<file path="config.mk">
export PLATFORM = sky130hd
export DESIGN_NAME = board_ctrl_regs
export DESIGN_NICKNAME = d
export VERILOG_FILES = /design/src/board_ctrl_pkg.sv /design/src/board_ctrl_regs.sv
export SDC_FILE = /design/constraint.sdc
export NUM_CORES = 1
export LEC_CHECK = 0
export BUFFER_PORTS_ARGS = -buffer_cell sky130_fd_sc_hd__buf_2
export CORE_ASPECT_RATIO = 0.7
export CORE_MARGIN = 1
export CORE_UTILIZATION = 50
export CTS_BUF_LIST = sky130_fd_sc_hd__clkbuf_8 sky130_fd_sc_hd__clkbuf_16
export DETAILED_ROUTE_END_ITERATION = 7
export PLACE_DENSITY = 0.77
export SYNTH_ARGS = -nofsm -noshare
export SYNTH_HDL_FRONTEND = slang
export SYNTH_SLANG_ARGS = --single-unit
</file>
<file path="constraint.sdc">
create_clock -name pclk -period 2.6 [get_ports pclk]
set_clock_uncertainty 0.15 [all_clocks]
set_input_delay 0 -clock pclk [delete_from_list [all_inputs] [get_ports pclk]]
set_output_delay 0 -clock pclk [all_outputs]
set_load 0.03 [all_outputs]
</file>
<file path="src/board_ctrl_pkg.sv">
// Package: offsets, field positions, reset values and timing for the board control bank
package board_ctrl_pkg;
	// Byte offsets within the APB window: the printed addresses are not all multiples of four,
	// so each printed offset is an index and the byte address is four times it
	localparam logic [31:0] ctrl_index        = 32'hf1600004;
	localparam logic [31:0] ctrl_status_index = 32'hf1600005;
	localparam logic [31:0] wd_temp_index     = 32'hf1600006;
	localparam logic [31:0] kick_index        = 32'hf1600007;
	localparam logic [31:0] irq_status_index  = 32'hf1600008;
	localparam logic [31:0] irq_mask_index    = 32'hf1600009;
	localparam logic [11:0] ctrl_addr         = 12'(ctrl_index * 4);
	localparam logic [11:0] ctrl_status_addr  = 12'(ctrl_status_index * 4);
	localparam logic [11:0] wd_temp_addr      = 12'(wd_temp_index * 4);
	localparam logic [11:0] kick_addr         = 12'(kick_index * 4);
	localparam logic [11:0] irq_status_addr   = 12'(irq_status_index * 4);
	localparam logic [11:0] irq_mask_addr     = 12'(irq_mask_index * 4);

	// Field positions
	localparam int floppy_eject_bit      = 2;
	localparam int reset_cause_clear_bit = 3;
	localparam int boot_override_bit     = 0;
	localparam int cable_bit             = 1;
	localparam int sensor1_bit           = 2;
	localparam int sensor2_bit           = 3;
	localparam int wd_irq_en_bit         = 0;
	localparam int wd_running_bit        = 1;
	localparam int temp_irq_en_bit       = 2;
	localparam int temp_pending_bit      = 3;
	localparam int kick_bit              = 3;
	localparam int ev_wd_expired_bit     = 0;
	localparam int ev_temp_alarm_bit     = 1;

	// Reset values and reserved-bit patterns
	localparam logic [7:0] ctrl_reset     = 8'h00;
	localparam logic [7:0] reserved_read  = 8'h00;
	localparam logic [3:0] reserved_nibble = 4'hf;
	localparam logic [7:0] mask_reset     = 8'h00;
	localparam logic [2:0] reset_cause_w  = 3'h0;

	// Watchdog timing
	localparam longint clk_hz          = 50000000;
	localparam longint wd_timeout_ms   = 3000;
	localparam longint wd_timeout_cyc  = (clk_hz / 1000) * wd_timeout_ms;
	localparam longint prescale_div    = 50000;
	localparam logic [15:0] prescale_max = 16'(prescale_div - 1);

	typedef struct packed {
		logic sensor1;
		logic sensor2;
		logic cable;
		logic wd_switch;
	} pins_s;

	// Synchroniser reset: alarm pins idle high, so no alarm edge is seen as reset releases
	localparam pins_s pins_idle = '{sensor1: 1'h1, sensor2: 1'h1, cable: 1'h0, wd_switch: 1'h0};
endpackage

</file>
<file path="src/board_ctrl_regs.sv">
// Board control bank: control, status, temperature alarm and watchdog registers over APB
//
// Function
// - Control bit 2 is read/write, resets 0, drives floppy eject.
// - Writing control bit 3 clears all reset-cause flags.
// - Status bit 0 overrides boot select switch, resets 0, selects soldered flash.
// - Status bit 1 reads keyboard/mouse adapter cable presence.
// - Status bit 2 reads first sensor alarm level.
// - Status bit 3 reads second sensor alarm level.
// - Watchdog expires after three seconds without a trigger.
// - Watchdog register bit 0 enables the watchdog interrupt.
// - Watchdog register bit 1 reads 1 while the interval runs.
// - Watchdog register bit 2 enables the temperature interrupt.
// - Watchdog register bit 3 reads 1 while either alarm is active.
// - Trigger bit 3 starts watchdog if switch on; later writes restart.
//
// The APB register port was decided locally.
`timescale 1ns/1ps
module board_ctrl_regs #(
	parameter int unsigned wd_ticks = 3000
) (
	// APB
	input  wire logic                     pclk,
	input  wire logic                     presetn,
	input  wire logic                     psel,
	input  wire logic                     penable,
	input  wire logic                     pwrite,
	input  wire logic [31:0]              paddr,
	input  wire logic [31:0]              pwdata,
	input  wire logic [3:0]               pstrb,
	output logic      [31:0]              prdata,
	output logic                          pready,
	output logic                          pslverr,
	// Board pins
	input  wire board_ctrl_pkg::pins_s    pins,
	input  wire logic                     boot_select_switch,
	input  wire logic [2:0]               reset_cause_in,
	// Outputs
	output logic                          floppy_eject,
	output logic                          boot_flash_select,
	output logic      [2:0]               reset_cause,
	output logic                          watchdog_expired,
	output logic                          watchdog_irq,
	output logic                          temp_irq,
	output logic                          irq
);
	typedef enum logic [1:0] {wd_idle, wd_run, wd_expired} wd_state_e;

	// Pin synchronisers
	board_ctrl_pkg::pins_s pins_meta_reg;
	board_ctrl_pkg::pins_s pins_sync_reg;
	logic boot_meta_reg;
	logic boot_sync_reg;

	logic [7:0]  ctrl_reg;
	logic        boot_override_reg;
	logic        wd_irq_en_reg;
	logic        temp_irq_en_reg;
	logic        kick_reg;
	logic [2:0]  cause_reg;
	logic [1:0]  ev_status_reg;
	logic [1:0]  ev_mask_reg;
	logic [15:0] prescale_reg;
	logic [31:0] tick_reg;
	wd_state_e   wd_state_reg;
	wd_state_e   wd_state_next;
	logic [31:0] prdata_reg;
	logic        temp_prev_reg;

	// Decode
	wire        access   = psel && penable;
	wire        wr       = access && pwrite && pstrb[0];
	wire        rd       = access && !pwrite;
	wire [11:0] a        = paddr[11:0];
	wire        hit_hi   = (paddr[31:12] == 20'h0);
	wire        sel_ctrl = hit_hi && a == board_ctrl_pkg::ctrl_addr;
	wire        sel_cs   = hit_hi && a == board_ctrl_pkg::ctrl_status_addr;
	wire        sel_wd   = hit_hi && a == board_ctrl_pkg::wd_temp_addr;
	wire        sel_kick = hit_hi && a == board_ctrl_pkg::kick_addr;
	wire        sel_ist  = hit_hi && a == board_ctrl_pkg::irq_status_addr;
	wire        sel_imsk = hit_hi && a == board_ctrl_pkg::irq_mask_addr;
	wire        mapped   = sel_ctrl | sel_cs | sel_wd | sel_kick | sel_ist | sel_imsk;

	// Sensor alarms are active low
	wire temp_pending = !pins_sync_reg.sensor1 || !pins_sync_reg.sensor2;
	wire kick_write   = wr && sel_kick && pwdata[board_ctrl_pkg::kick_bit];
	wire wd_running   = (wd_state_reg == wd_run);
	wire tick         = (prescale_reg == board_ctrl_pkg::prescale_max);
	// A kick in the expiry cycle wins, so a timely trigger never reports a timeout
	wire wd_timeout   = wd_running && tick && !kick_write && (tick_reg == 32'(wd_ticks - 1));
	wire temp_rise    = temp_pending && !temp_prev_reg;
	wire [1:0] events = {temp_rise, wd_timeout};

	// Read data: the reserved upper nibble of the first four registers reads as ones, other reserved bits as zero
	wire [7:0] rd_ctrl = ctrl_reg | {board_ctrl_pkg::reserved_nibble, 4'h0};
	wire [7:0] rd_cs   = {board_ctrl_pkg::reserved_nibble, pins_sync_reg.sensor2, pins_sync_reg.sensor1,
		pins_sync_reg.cable, boot_override_reg};
	wire [7:0] rd_wd   = {board_ctrl_pkg::reserved_nibble, temp_pending, temp_irq_en_reg, wd_running,
		wd_irq_en_reg};
	wire [7:0] rd_kick = {board_ctrl_pkg::reserved_nibble, kick_reg, 3'h0};
	wire [7:0] rd_byte = sel_ctrl ? rd_ctrl :
		sel_cs   ? rd_cs :
		sel_wd   ? rd_wd :
		sel_kick ? rd_kick :
		sel_ist  ? {6'h0, ev_status_reg} :
		sel_imsk ? {6'h0, ev_mask_reg} : board_ctrl_pkg::reserved_read;

	assign pready  = 1'b1;
	assign pslverr = access && !mapped;
	assign prdata  = prdata_reg;

	always_ff @(posedge pclk or negedge presetn) begin
		if (!presetn) begin
			pins_meta_reg <= board_ctrl_pkg::pins_idle;
			pins_sync_reg <= board_ctrl_pkg::pins_idle;
			boot_meta_reg <= 1'b0;
			boot_sync_reg <= 1'b0;
		end else begin
			pins_meta_reg <= pins;
			pins_sync_reg <= pins_meta_reg;
			boot_meta_reg <= boot_select_switch;
			boot_sync_reg <= boot_meta_reg;
		end
	end

	// Register writes; only defined bits are stored
	always_ff @(posedge pclk or negedge presetn) begin
		if (!presetn) begin
			ctrl_reg          <= board_ctrl_pkg::ctrl_reset;
			boot_override_reg <= 1'b0;
			wd_irq_en_reg     <= 1'b0;
			temp_irq_en_reg   <= 1'b0;
			kick_reg          <= 1'b0;
			ev_mask_reg       <= 2'h0;
		end else begin
			if (wr && sel_ctrl) begin
				ctrl_reg <= pwdata[7:0] & 8'h0c;
			end
			if (wr && sel_cs) begin
				boot_override_reg <= pwdata[board_ctrl_pkg::boot_override_bit];
			end
			if (wr && sel_wd) begin
				wd_irq_en_reg   <= pwdata[board_ctrl_pkg::wd_irq_en_bit];
				temp_irq_en_reg <= pwdata[board_ctrl_pkg::temp_irq_en_bit];
			end
			if (wr && sel_kick) begin
				kick_reg <= pwdata[board_ctrl_pkg::kick_bit];
			end
			if (wr && sel_imsk) begin
				ev_mask_reg <= pwdata[1:0];
			end
		end
	end

	// Reset-cause flags: new causes capture, control bit 3 clears; a cause arriving wins
	always_ff @(posedge pclk or negedge presetn) begin
		if (!presetn) begin
			cause_reg <= board_ctrl_pkg::reset_cause_w;
		end else if (wr && sel_ctrl && pwdata[board_ctrl_pkg::reset_cause_clear_bit]) begin
			cause_reg <= reset_cause_in;
		end else begin
			cause_reg <= cause_reg | reset_cause_in;
		end
	end

	// Sticky event status, cleared by reading; a new event wins over the clear
	always_ff @(posedge pclk or negedge presetn) begin
		if (!presetn) begin
			ev_status_reg <= 2'h0;
			temp_prev_reg <= 1'b0;
			prdata_reg    <= 32'h0;
		end else begin
			temp_prev_reg <= temp_pending;
			ev_status_reg <= ((rd && sel_ist) ? 2'h0 : ev_status_reg) | events;
			if (rd) begin
				prdata_reg <= {24'h0, rd_byte};
			end
		end
	end

	// Watchdog sequencing
	always_comb begin
		wd_state_next = wd_state_reg;
		case (wd_state_reg)
			wd_idle: begin
				if (kick_write && pins_sync_reg.wd_switch) begin
					wd_state_next = wd_run;
				end
			end
			wd_run: begin
				if (!pins_sync_reg.wd_switch) begin
					wd_state_next = wd_idle;
				end else if (wd_timeout) begin
					wd_state_next = wd_expired;
				end
			end
			wd_expired: begin
				if (kick_write && pins_sync_reg.wd_switch) begin
					wd_state_next = wd_run;
				end
			end
			default: wd_state_next = wd_idle;
		endcase
	end

	// Prescaler gives 1 ms ticks; a kick restarts both counters
	always_ff @(posedge pclk or negedge presetn) begin
		if (!presetn) begin
			wd_state_reg <= wd_idle;
			prescale_reg <= 16'h0;
			tick_reg     <= 32'h0;
		end else begin
			wd_state_reg <= wd_state_next;
			if (kick_write || !wd_running) begin
				prescale_reg <= 16'h0;
				tick_reg     <= 32'h0;
			end else if (tick) begin
				prescale_reg <= 16'h0;
				tick_reg     <= tick_reg + 32'h1;
			end else begin
				prescale_reg <= prescale_reg + 16'h1;
			end
		end
	end

	always_ff @(posedge pclk or negedge presetn) begin
		if (!presetn) begin
			watchdog_irq <= 1'b0;
			temp_irq     <= 1'b0;
			irq          <= 1'b0;
		end else begin
			watchdog_irq <= (wd_state_next == wd_expired) && wd_irq_en_reg;
			temp_irq     <= temp_pending && temp_irq_en_reg;
			irq          <= |(ev_status_reg & ev_mask_reg);
		end
	end

	assign floppy_eject      = ctrl_reg[board_ctrl_pkg::floppy_eject_bit];
	assign boot_flash_select = boot_override_reg | boot_sync_reg;
	assign reset_cause       = cause_reg;
	assign watchdog_expired  = (wd_state_reg == wd_expired);
endmodule

</file>
Word level (Yosys, flattened, before mapping)

Cells that the tools add are included.
Widths: inputs -> output; s select.

Output and inout port bits: 43
Register bits after elaboration: 85
Input bits: 81

Add/sub/neg operators: 2
Muxes and demuxes: 16
Bitwise logic cells: 9
Reduce and logical (&&, ||, !) cells: 40
Equal/unequal tests: 11

Operators with widths:

| cell                  | count |
|---|---|
| $mux 32               | 2 |
| $eq 12x5->1 const B   | 4 |
| $add 32x1->32 const B | 1 |
| $eq 32x12->1 const B  | 1 |
| $mux 16               | 2 |
| $mux 8                | 4 |
| $logic_and 1x1->1     | 26 |
| $eq 12x6->1 const B   | 2 |
| $logic_not 20->1      | 1 |
| $add 16x1->16 const B | 1 |
| $eq 16x16->1 const B  | 1 |
| $mux 2                | 6 |
| $logic_not 1->1       | 7 |
| $or 1x1->1            | 6 |
| $eq 2x2->1 const B    | 2 |
| $pmux 2 s2            | 1 |
| $reduce_or 2->1       | 2 |
| $mux 3                | 1 |
| $or 3x3->3            | 1 |
| $and 2x2->2           | 1 |
| $eq 2x1->1 const B    | 1 |
| $logic_not 2->1       | 1 |
| $logic_or 1x1->1      | 2 |
| $or 2x2->2            | 1 |
| $reduce_bool 2->1     | 1 |

Depth between registers and ports, before layout

Gate-level depths: netlist (run 1).

Depth in word-level cells: 13
Depth in mapped cells: 9

Worst setup path after synthesis (run 1)

No wires, ideal clock.

Path kind: reg2reg
Start point: register tick_reg[0]
End point: register tick_reg[24]
Data arrival time: 1830 ps
Period minus slack after synthesis: 2099 ps
Path slack: 501 ps
Data required time: 2331 ps
Path buffers: 1
Cell stages (with the launch flop): 8
Cell sequence: dfrtp_1 > ha_1 > nand4_2 > or4_1 > buf_2 > nor4_2 > xnor2_1 > nor2_2

Word-level cells in the longest chain between the ends: 3

Ends and longest elaborated chain:

| what                     | RTL line               | source |
|---|---|---|
| start: declaration       | board_ctrl_regs.sv:64  | `logic [31:0] tick_reg;` |
| start signal: assignment | board_ctrl_regs.sv:219 | `tick_reg <= tick_reg + 32'h1;` |
| $add 32x1->32            | board_ctrl_regs.sv:219 |  |
| $mux 32                  | board_ctrl_regs.sv:217 | `end else if (tick) begin` |
| $mux 32                  | board_ctrl_regs.sv:214 | `if (kick_write \|\| !wd_running) begin` |

Every way passes these cells. The select of a mux whose other input is x is not followed.
A chain may end at the register's enable or synchronous reset.

Worst setup path in the final report (run 1)

Start point: register prescale_reg[12]
End point: register watchdog_irq

Word-level cells in the longest chain between the ends: 9

Ends and longest elaborated chain:

| what                           | RTL line               | source |
|---|---|---|
| start: declaration             | board_ctrl_regs.sv:63  | `logic [15:0] prescale_reg;` |
| start signal: assignment       | board_ctrl_regs.sv:221 | `prescale_reg <= prescale_reg + 16'h1;` |
| $eq 16x16->1                   | board_ctrl_regs.sv:88  | `wire tick = (prescale_reg == board_ctrl_pkg::prescale_max);` |
| $logic_and 1x1->1 (3 in a row) | board_ctrl_regs.sv:90  | `wire wd_timeout = wd_running && tick && !kick_write && (tick_reg == 32'(wd_ticks - 1));` |
| $mux 2                         | board_ctrl_regs.sv:193 | `end else if (wd_timeout) begin` |
| $mux 2                         | board_ctrl_regs.sv:191 | `if (!pins_sync_reg.wd_switch) begin` |
| $pmux 2 s2                     | board_ctrl_regs.sv:184 | `case (wd_state_reg)` |
| $eq 2x2->1                     | board_ctrl_regs.sv:232 | `watchdog_irq <= (wd_state_next == wd_expired) && wd_irq_en_reg;` |
| $logic_and 1x1->1              | board_ctrl_regs.sv:232 |  |
| end signal: assignment         | board_ctrl_regs.sv:232 |  |
| end: declaration               | board_ctrl_regs.sv:43  | `output logic watchdog_irq,` |

Every way passes these cells.

==> run metrics, run 1 <==
outcome=completed; H-tree depth=3; maxcap violations=0; final hold viol count=0; vias in the first global route=3177; area share of the leading cell type in the synthesized netlist=45.05%; Switch Pwr=604.3 uW; FF+latch area=0.002057 mm2; most frequent cells after synthesis=78 x dfrtp_1, 47 x nor2_1, 32 x buf_4; PwrDens=545.7 mW/mm2; Rows=28; GPL Wtd Cong=0.8867; CP startpoint kind=register; drt total wl=9154 um; sequential share of the synthesized area=47.47%; clock network fraction of total power=48.1%; # DRC=0; Worst Tran Pin Value=1.004 ns; CP max-delay cell=nor4_1; Metal-1 WL=4414 um; Reg power frac=46.1%; Critical Path RT=2.71 ns; crit share post-route=89.81%; LEAKAGE=2.185 nW; crit path max fanout=4; initial antenna violation count=0; Final setup viols=0; via/cell ratio=5.356; Yosys warning total=0; Fillers=716; Worst setup EP type=register; multi-input logic area=0.002037 mm2; CTS tree=yes; syn avg cell area=10.12 um2; CP Cell Sequence=nor4bb_1, nand4_2, nor4_1, nand4_1, a21boi_1; CP peak stage delay=0.64 ns; RSZ-0062 raised after global routing=no; clock-pin slew on the worst setup and hold paths=0.06 ns; core footprint=0.008443 mm2; top_reg_cell synth=dfrtp_1; count leader, synth=dfrtp_1; CTS Hold Bufs=15; CTS buffer count=9; Internal=2.200 mW; I/O pin count=124; layout cells sized above 1=24.12%; Design Area, Final=0.005139 mm2; relative slew slack=33.09%; Setup CP Type=reg -> reg; Overflow after GRT=0; latest clock arrival within the worst-skew pair=0.34 ns; root buf cell=clkbuf_16; max layer used=met4; met3 wire length=499 um; post-synthesis async set-or-reset flop share=100.0%; synthesized flop and latch total=82; Sw Ratio=21.55%; EDFF count, synth=0; Final nets=588; Post-Syn Area=0.004333 mm2; Final min period=2.335 ns; Port Buffers=67; largest area contributor in the netlist=dfrtp_1; Die W=113.3 um; post-CTS resize count=0; largest net degree at the start of global routing=83; count of different cell masters after synthesis=57; HP Class=in -> reg; routed wl met2=4094 um; Mapped Cells=428; post-CTS setup buffer count=0; Max clock buf depth=2; HPWL Detailed=6392 um; Initial Utilization=51.32%; antenna cells=0; area grow syn2layout=18.60%; global-route usage over all layers=22.31%; Post-DRT Antenna Nets=0; vias post-DR=3374; Synth area leaders=dfrtp_1 45%, buf_4 5.5%, xnor2_1 4.6%; Initial DRC Count=267; final setup TNS=0 ns; fmax=428.3 MHz; Final Max Tran Viols=0; combinational share of power=5.8%; WL/cell=14.53 um; clock sink count=82; worst vdd ir=0.3428 mV; Die Height=79.89 um; global-route wire length before repair=15410 um; number of flip-flops in the largest register=32; placed cell areas=0.004669 mm2; DRT Pass-1 Iters=5; CP arrival=2.45 ns; full die area=0.009048 mm2
[worst paths after layout]
check	from	endpoint	slack, ns	depth (start not counted)
max in group asynchronous	presetn	tick_reg[27]	1.43	2
hold / removal	penable	kick_reg	0.05	5
setup / recovery	prescale_reg[12]	watchdog_irq	0.27	5
setup reg to reg	prescale_reg[12]	watchdog_irq	0.27	5
hold reg to reg	boot_meta_reg	boot_sync_reg	0.20	0
min in group asynchronous	presetn	tick_reg[3]	0.21	2
[cells in the final DEF, fill, tap and decap left out, drive strengths merged, types with 3 or more instances in the layout]
cell type and count:
nand3 23, o21ai 5, nor4 25, inv 4
a22o 4, nand2b 3, a21o 5, xor2 19
nor2b 5, mux2 7, dfrtp 78, dlygate4sd3 15
or2 4, conb 25, nand2 29, dfstp 4
clkbuf 10, nor2 51, or3 6, and4 8
nand4 18, xnor2 23, nor3 9, buf 75
and3 8, clkinv 4, and2 4, a21oi 9
or4 4
[cell type report]
| cell class | count | area share [%] |
|---|---|---|
| Sequential cell | 82 | 40.03 |
| Multi-Input combinational cell | 318 | 39.64 |
| Timing Repair Buffer | 90 | 10.91 |
| Clock buffer | 10 | 4.651 |
| Tap cell | 120 | 2.922 |
| Clock inverter | 6 | 1.558 |
| Inverter | 4 | 0.2922 |
[kinds of logic after synthesis]
group | share of synthesized area [%]
simple gates | 27.84
flops | 47.47
buf+inv | 7.508
xor+xnor | 8.490
compound gates | 5.660
mux | 2.281
fa+ha+maj | 0.5774
other cells | 0.1733
[metal layers]
layer  vias up  track usage [%]
li1       1613                -
met1      1626            31.06
met2       122            32.76
met3        13            5.771
met4         0            10.00
met5         -                0
[critical path, delay by kind of cell, from the launching register on]
kind,cells,cell delay (ns)
AND/OR/NAND/NOR,4,1.53
flip-flops,1,0.41
AO/OA/AOI/OAI,1,0.17
[power by group through the flow]
| stage | Clock, mW | Sequential [mW] | Combinational (mW) |
|---|---|---|---|
| finish | 1.35 | 1.29 | 0.162 |
| global route | 1.44 | 1.29 | 0.179 |
| CTS | 1.38 | 1.29 | 0.163 |
| detailed placement | 0 | 1.31 | 0.145 |
| global placement | 0 | 1.31 | 0.143 |
| floorplan | 0 | 1.31 | 0.102 |
[stage by stage]
step / setup slack [ns] / instances / utilization [%] / hold WS [ns] / power [mW]
6_report: 0.2650 / 630 / 60.86 / 0.04980 / 2.804
5_1_grt: 0.1141 / 630 / 60.86 / 0.06561 / 2.911
4_1_cts: 0.2711 / 630 / 60.86 / 0.02748 / 2.840
3_5_place_dp: 0.2951 / 599 / 55.31 / -0.04187 / 1.460
3_3_place_gp: 0.3482 / 599 / 55.31 / -0.04128 / 1.457
2_1_floorplan: 0.5014 / 451 / - / -0.4456 / 1.415
Power figures use the tool's default switching activity.
==> inputs of run 2 (changes only) <==
==> constraint.sdc (replaced) <==
create_clock -name pclk -period 2.36 [get_ports pclk]
set_clock_uncertainty 0.15 [all_clocks]
set_input_delay 0 -clock pclk [delete_from_list [all_inputs] [get_ports pclk]]
set_output_delay 0 -clock pclk [all_outputs]
set_load 0.03 [all_outputs]
==> run 2 against run 1 <==
Effect of this change:
- routed wire length is 3.9% higher
- clock power is essentially flat
- utilization is 0.40 points higher
- cell count increased by 0.95%
- count of clock-buffer cells in the layout did not move
- flip-flop and latch count unchanged
- cell area up 0.66%
- total power is 6.4% higher
- sequential power grew 10%
- via count rose by 1.5%
- die area is the same
- global-route usage increased by 0.12 points
- largest cell class unchanged
==> run metrics, run 2 (synthesis results as in run 1) <==
CP startpoint kind=register (unchanged); CP arrival=2.34 ns (was 2.45 ns); layout cells sized above 1=24.81% (was 24.12%); reg2reg end=tick_reg[20] (was watchdog_irq); # DRC=0 (unchanged); crit path max fanout=7 (was 4); Fillers=675 (was 716); Max clock buf depth=2 (unchanged); latest clock arrival within the worst-skew pair=0.35 ns (was 0.34 ns); LEAKAGE=2.210 nW (was 2.185 nW); Initial DRC Count=236 (was 267); worst slack at placement=0.1170 ns (was 0.2951 ns); Final min period=2.265 ns (was 2.335 ns); clock-pin slew on the worst setup and hold paths=0.06 ns (about the same); worst setup margin=0.09485 ns (was 0.2650 ns); RSZ-0062 raised after global routing=no (unchanged); I/O pin count=124 (unchanged); global-route usage over all layers=22.43% (was 22.31%); antenna cells=0 (unchanged); H-tree depth=3 (unchanged); Die Height=79.89 um (unchanged); Hold Path Origin=paddr[21] (was penable); post-CTS setup buffer count=0 (unchanged); clock sink count=82 (unchanged); Worst R2R Path Depth=6 (was 5); R2R setup slack=0.09 ns (was 0.27 ns); DRT Pass-1 Iters=4 (was 5); Hold Crit Depth=5 (unchanged); via/cell ratio=5.385 (was 5.356); area grow syn2layout=19.38% (was 18.60%); WL/cell=14.96 um (was 14.53 um); fmax=441.5 MHz (was 428.3 MHz); Setup CP Type=reg -> reg (unchanged); full die area=0.009048 mm2 (unchanged); final setup TNS=0 ns (unchanged); Final setup viols=0 (unchanged); Final Max Tran Viols=0 (unchanged); Worst Tran Pin Value=0.6757 ns (was 1.004 ns); PwrDens=576.8 mW/mm2 (was 545.7 mW/mm2); vias in the first global route=3196 (was 3177); number of flip-flops in the largest register=32 (unchanged); maxcap violations=0 (unchanged); CTS tree=yes (unchanged); outcome=completed (unchanged); global-route wire length before repair=15390 um (was 15410 um); crit share post-route=95.98% (was 89.81%); WHS Endpoint=boot_override_reg (was kick_reg); commonest non-fill, non-tap cell in the layout=dfrtp_1 (unchanged); HP Class=in -> reg (unchanged); core footprint=0.008443 mm2 (unchanged); Post-DRT Antenna Nets=0 (unchanged); Die W=113.3 um (unchanged); FF-to-FF Start=tick_reg[0] (was prescale_reg[12]); Rows=28 (unchanged); Worst setup EP type=register (unchanged); CTS buffer count=9 (unchanged); worst vdd ir=0.3761 mV (was 0.3428 mV); placed cell areas=0.004735 mm2 (was 0.004669 mm2); root buf cell=clkbuf_16 (unchanged); relative slew slack=54.96% (was 33.09%); largest net degree at the start of global routing=54 (was 83); final hold viol count=0 (unchanged); Design Area, Final=0.005172 mm2 (was 0.005139 mm2); Final nets=594 (was 588); vias post-DR=3425 (was 3374); most frequent cells in the layout=78 x dfrtp_1, 66 x buf_2, 47 x nor2_1, 28 x nand2_1, 25 x conb_1 (unchanged); drt total wl=9515 um (was 9154 um); HPWL Detailed=6743 um (was 6392 um); GPL Wtd Cong=0.8961 (was 0.8867); Critical Path RT=2.43 ns (was 2.71 ns); initial antenna violation count=0 (unchanged); Initial Utilization=51.32% (unchanged); Port Buffers=67 (unchanged); Overflow after GRT=0 (unchanged)
-- run 2: power breakdown --
group          internal (mW)  switching (mW)  total [mW]
Clock                  0.839           0.538        1.38
Combinational         0.0602           0.122       0.182
Sequential              1.42         0.00516        1.42
Total                   2.32           0.666        2.98
-- run 2: cell type report --
cell class	instances	area [um2]	area share, %
sequential	82	2057	39.77
multi-input combinational	318	2037	39.38
timing repair buffer	96	615.6	11.90
clock buffer	10	239.0	4.620
tap	120	150.1	2.903
clock inverter	6	58.81	1.137
inverter	4	15.01	0.2903
-- run 2: repair_timing --
action	4_1_cts	5_1_grt
endpoints found under the setup margin	0	0
hold endpoints to repair	71	0
resized for setup	0	0
hold buffers	14	0
-- run 2: worst max path at each step --
| stage | from | endpoint | slack, ns | cells after the start |
|---|---|---|---|---|
| final | tick_reg[0] | tick_reg[20] | 0.09 | 6 |
| after global routing | tick_reg[0] | tick_reg[20] | 0.009 | 6 |
| after CTS | tick_reg[0] | tick_reg[24] | 0.10 | 6 |
| after detailed placement | tick_reg[0] | tick_reg[24] | 0.12 | 6 |
| after global placement | tick_reg[0] | tick_reg[30] | 0.17 | 6 |
| after floorplan | tick_reg[0] | tick_reg[24] | 0.26 | 7 |
-- run 2: critical path, cell delays in order, from the launching register on --
cell	delay, ns
dfrtp_1	0.38
ha_1	0.21
nand4_2	0.09
or4_1	0.73
nor3_1	0.34
xnor2_1	0.18
nor2_1	0.06
-- run 2: per-stage QoR --
| step | util [%] | hold slack (ns) | total power, mW | std cells |
|---|---|---|---|---|
| finish | 61.26 | 0.01902 | 2.984 | 636 |
| detailed placement | 56.08 | -0.05642 | 1.614 | 606 |
| CTS | 61.26 | 0.007108 | 3.012 | 636 |
| global route | 61.26 | 0.02804 | 3.091 | 636 |
| floorplan | - | -0.4456 | 1.559 | 451 |
| global placement | 56.08 | -0.06148 | 1.610 | 606 |
-- run 2: routing by layer --
layer	global-route usage [%]	vias to the layer above	wire, um
li1	-	1636	-
met1	31.18	1653	4443
met2	33.01	118	4290
met3	6.606	18	611
met4	8.553	0	170
met5	0	-	0
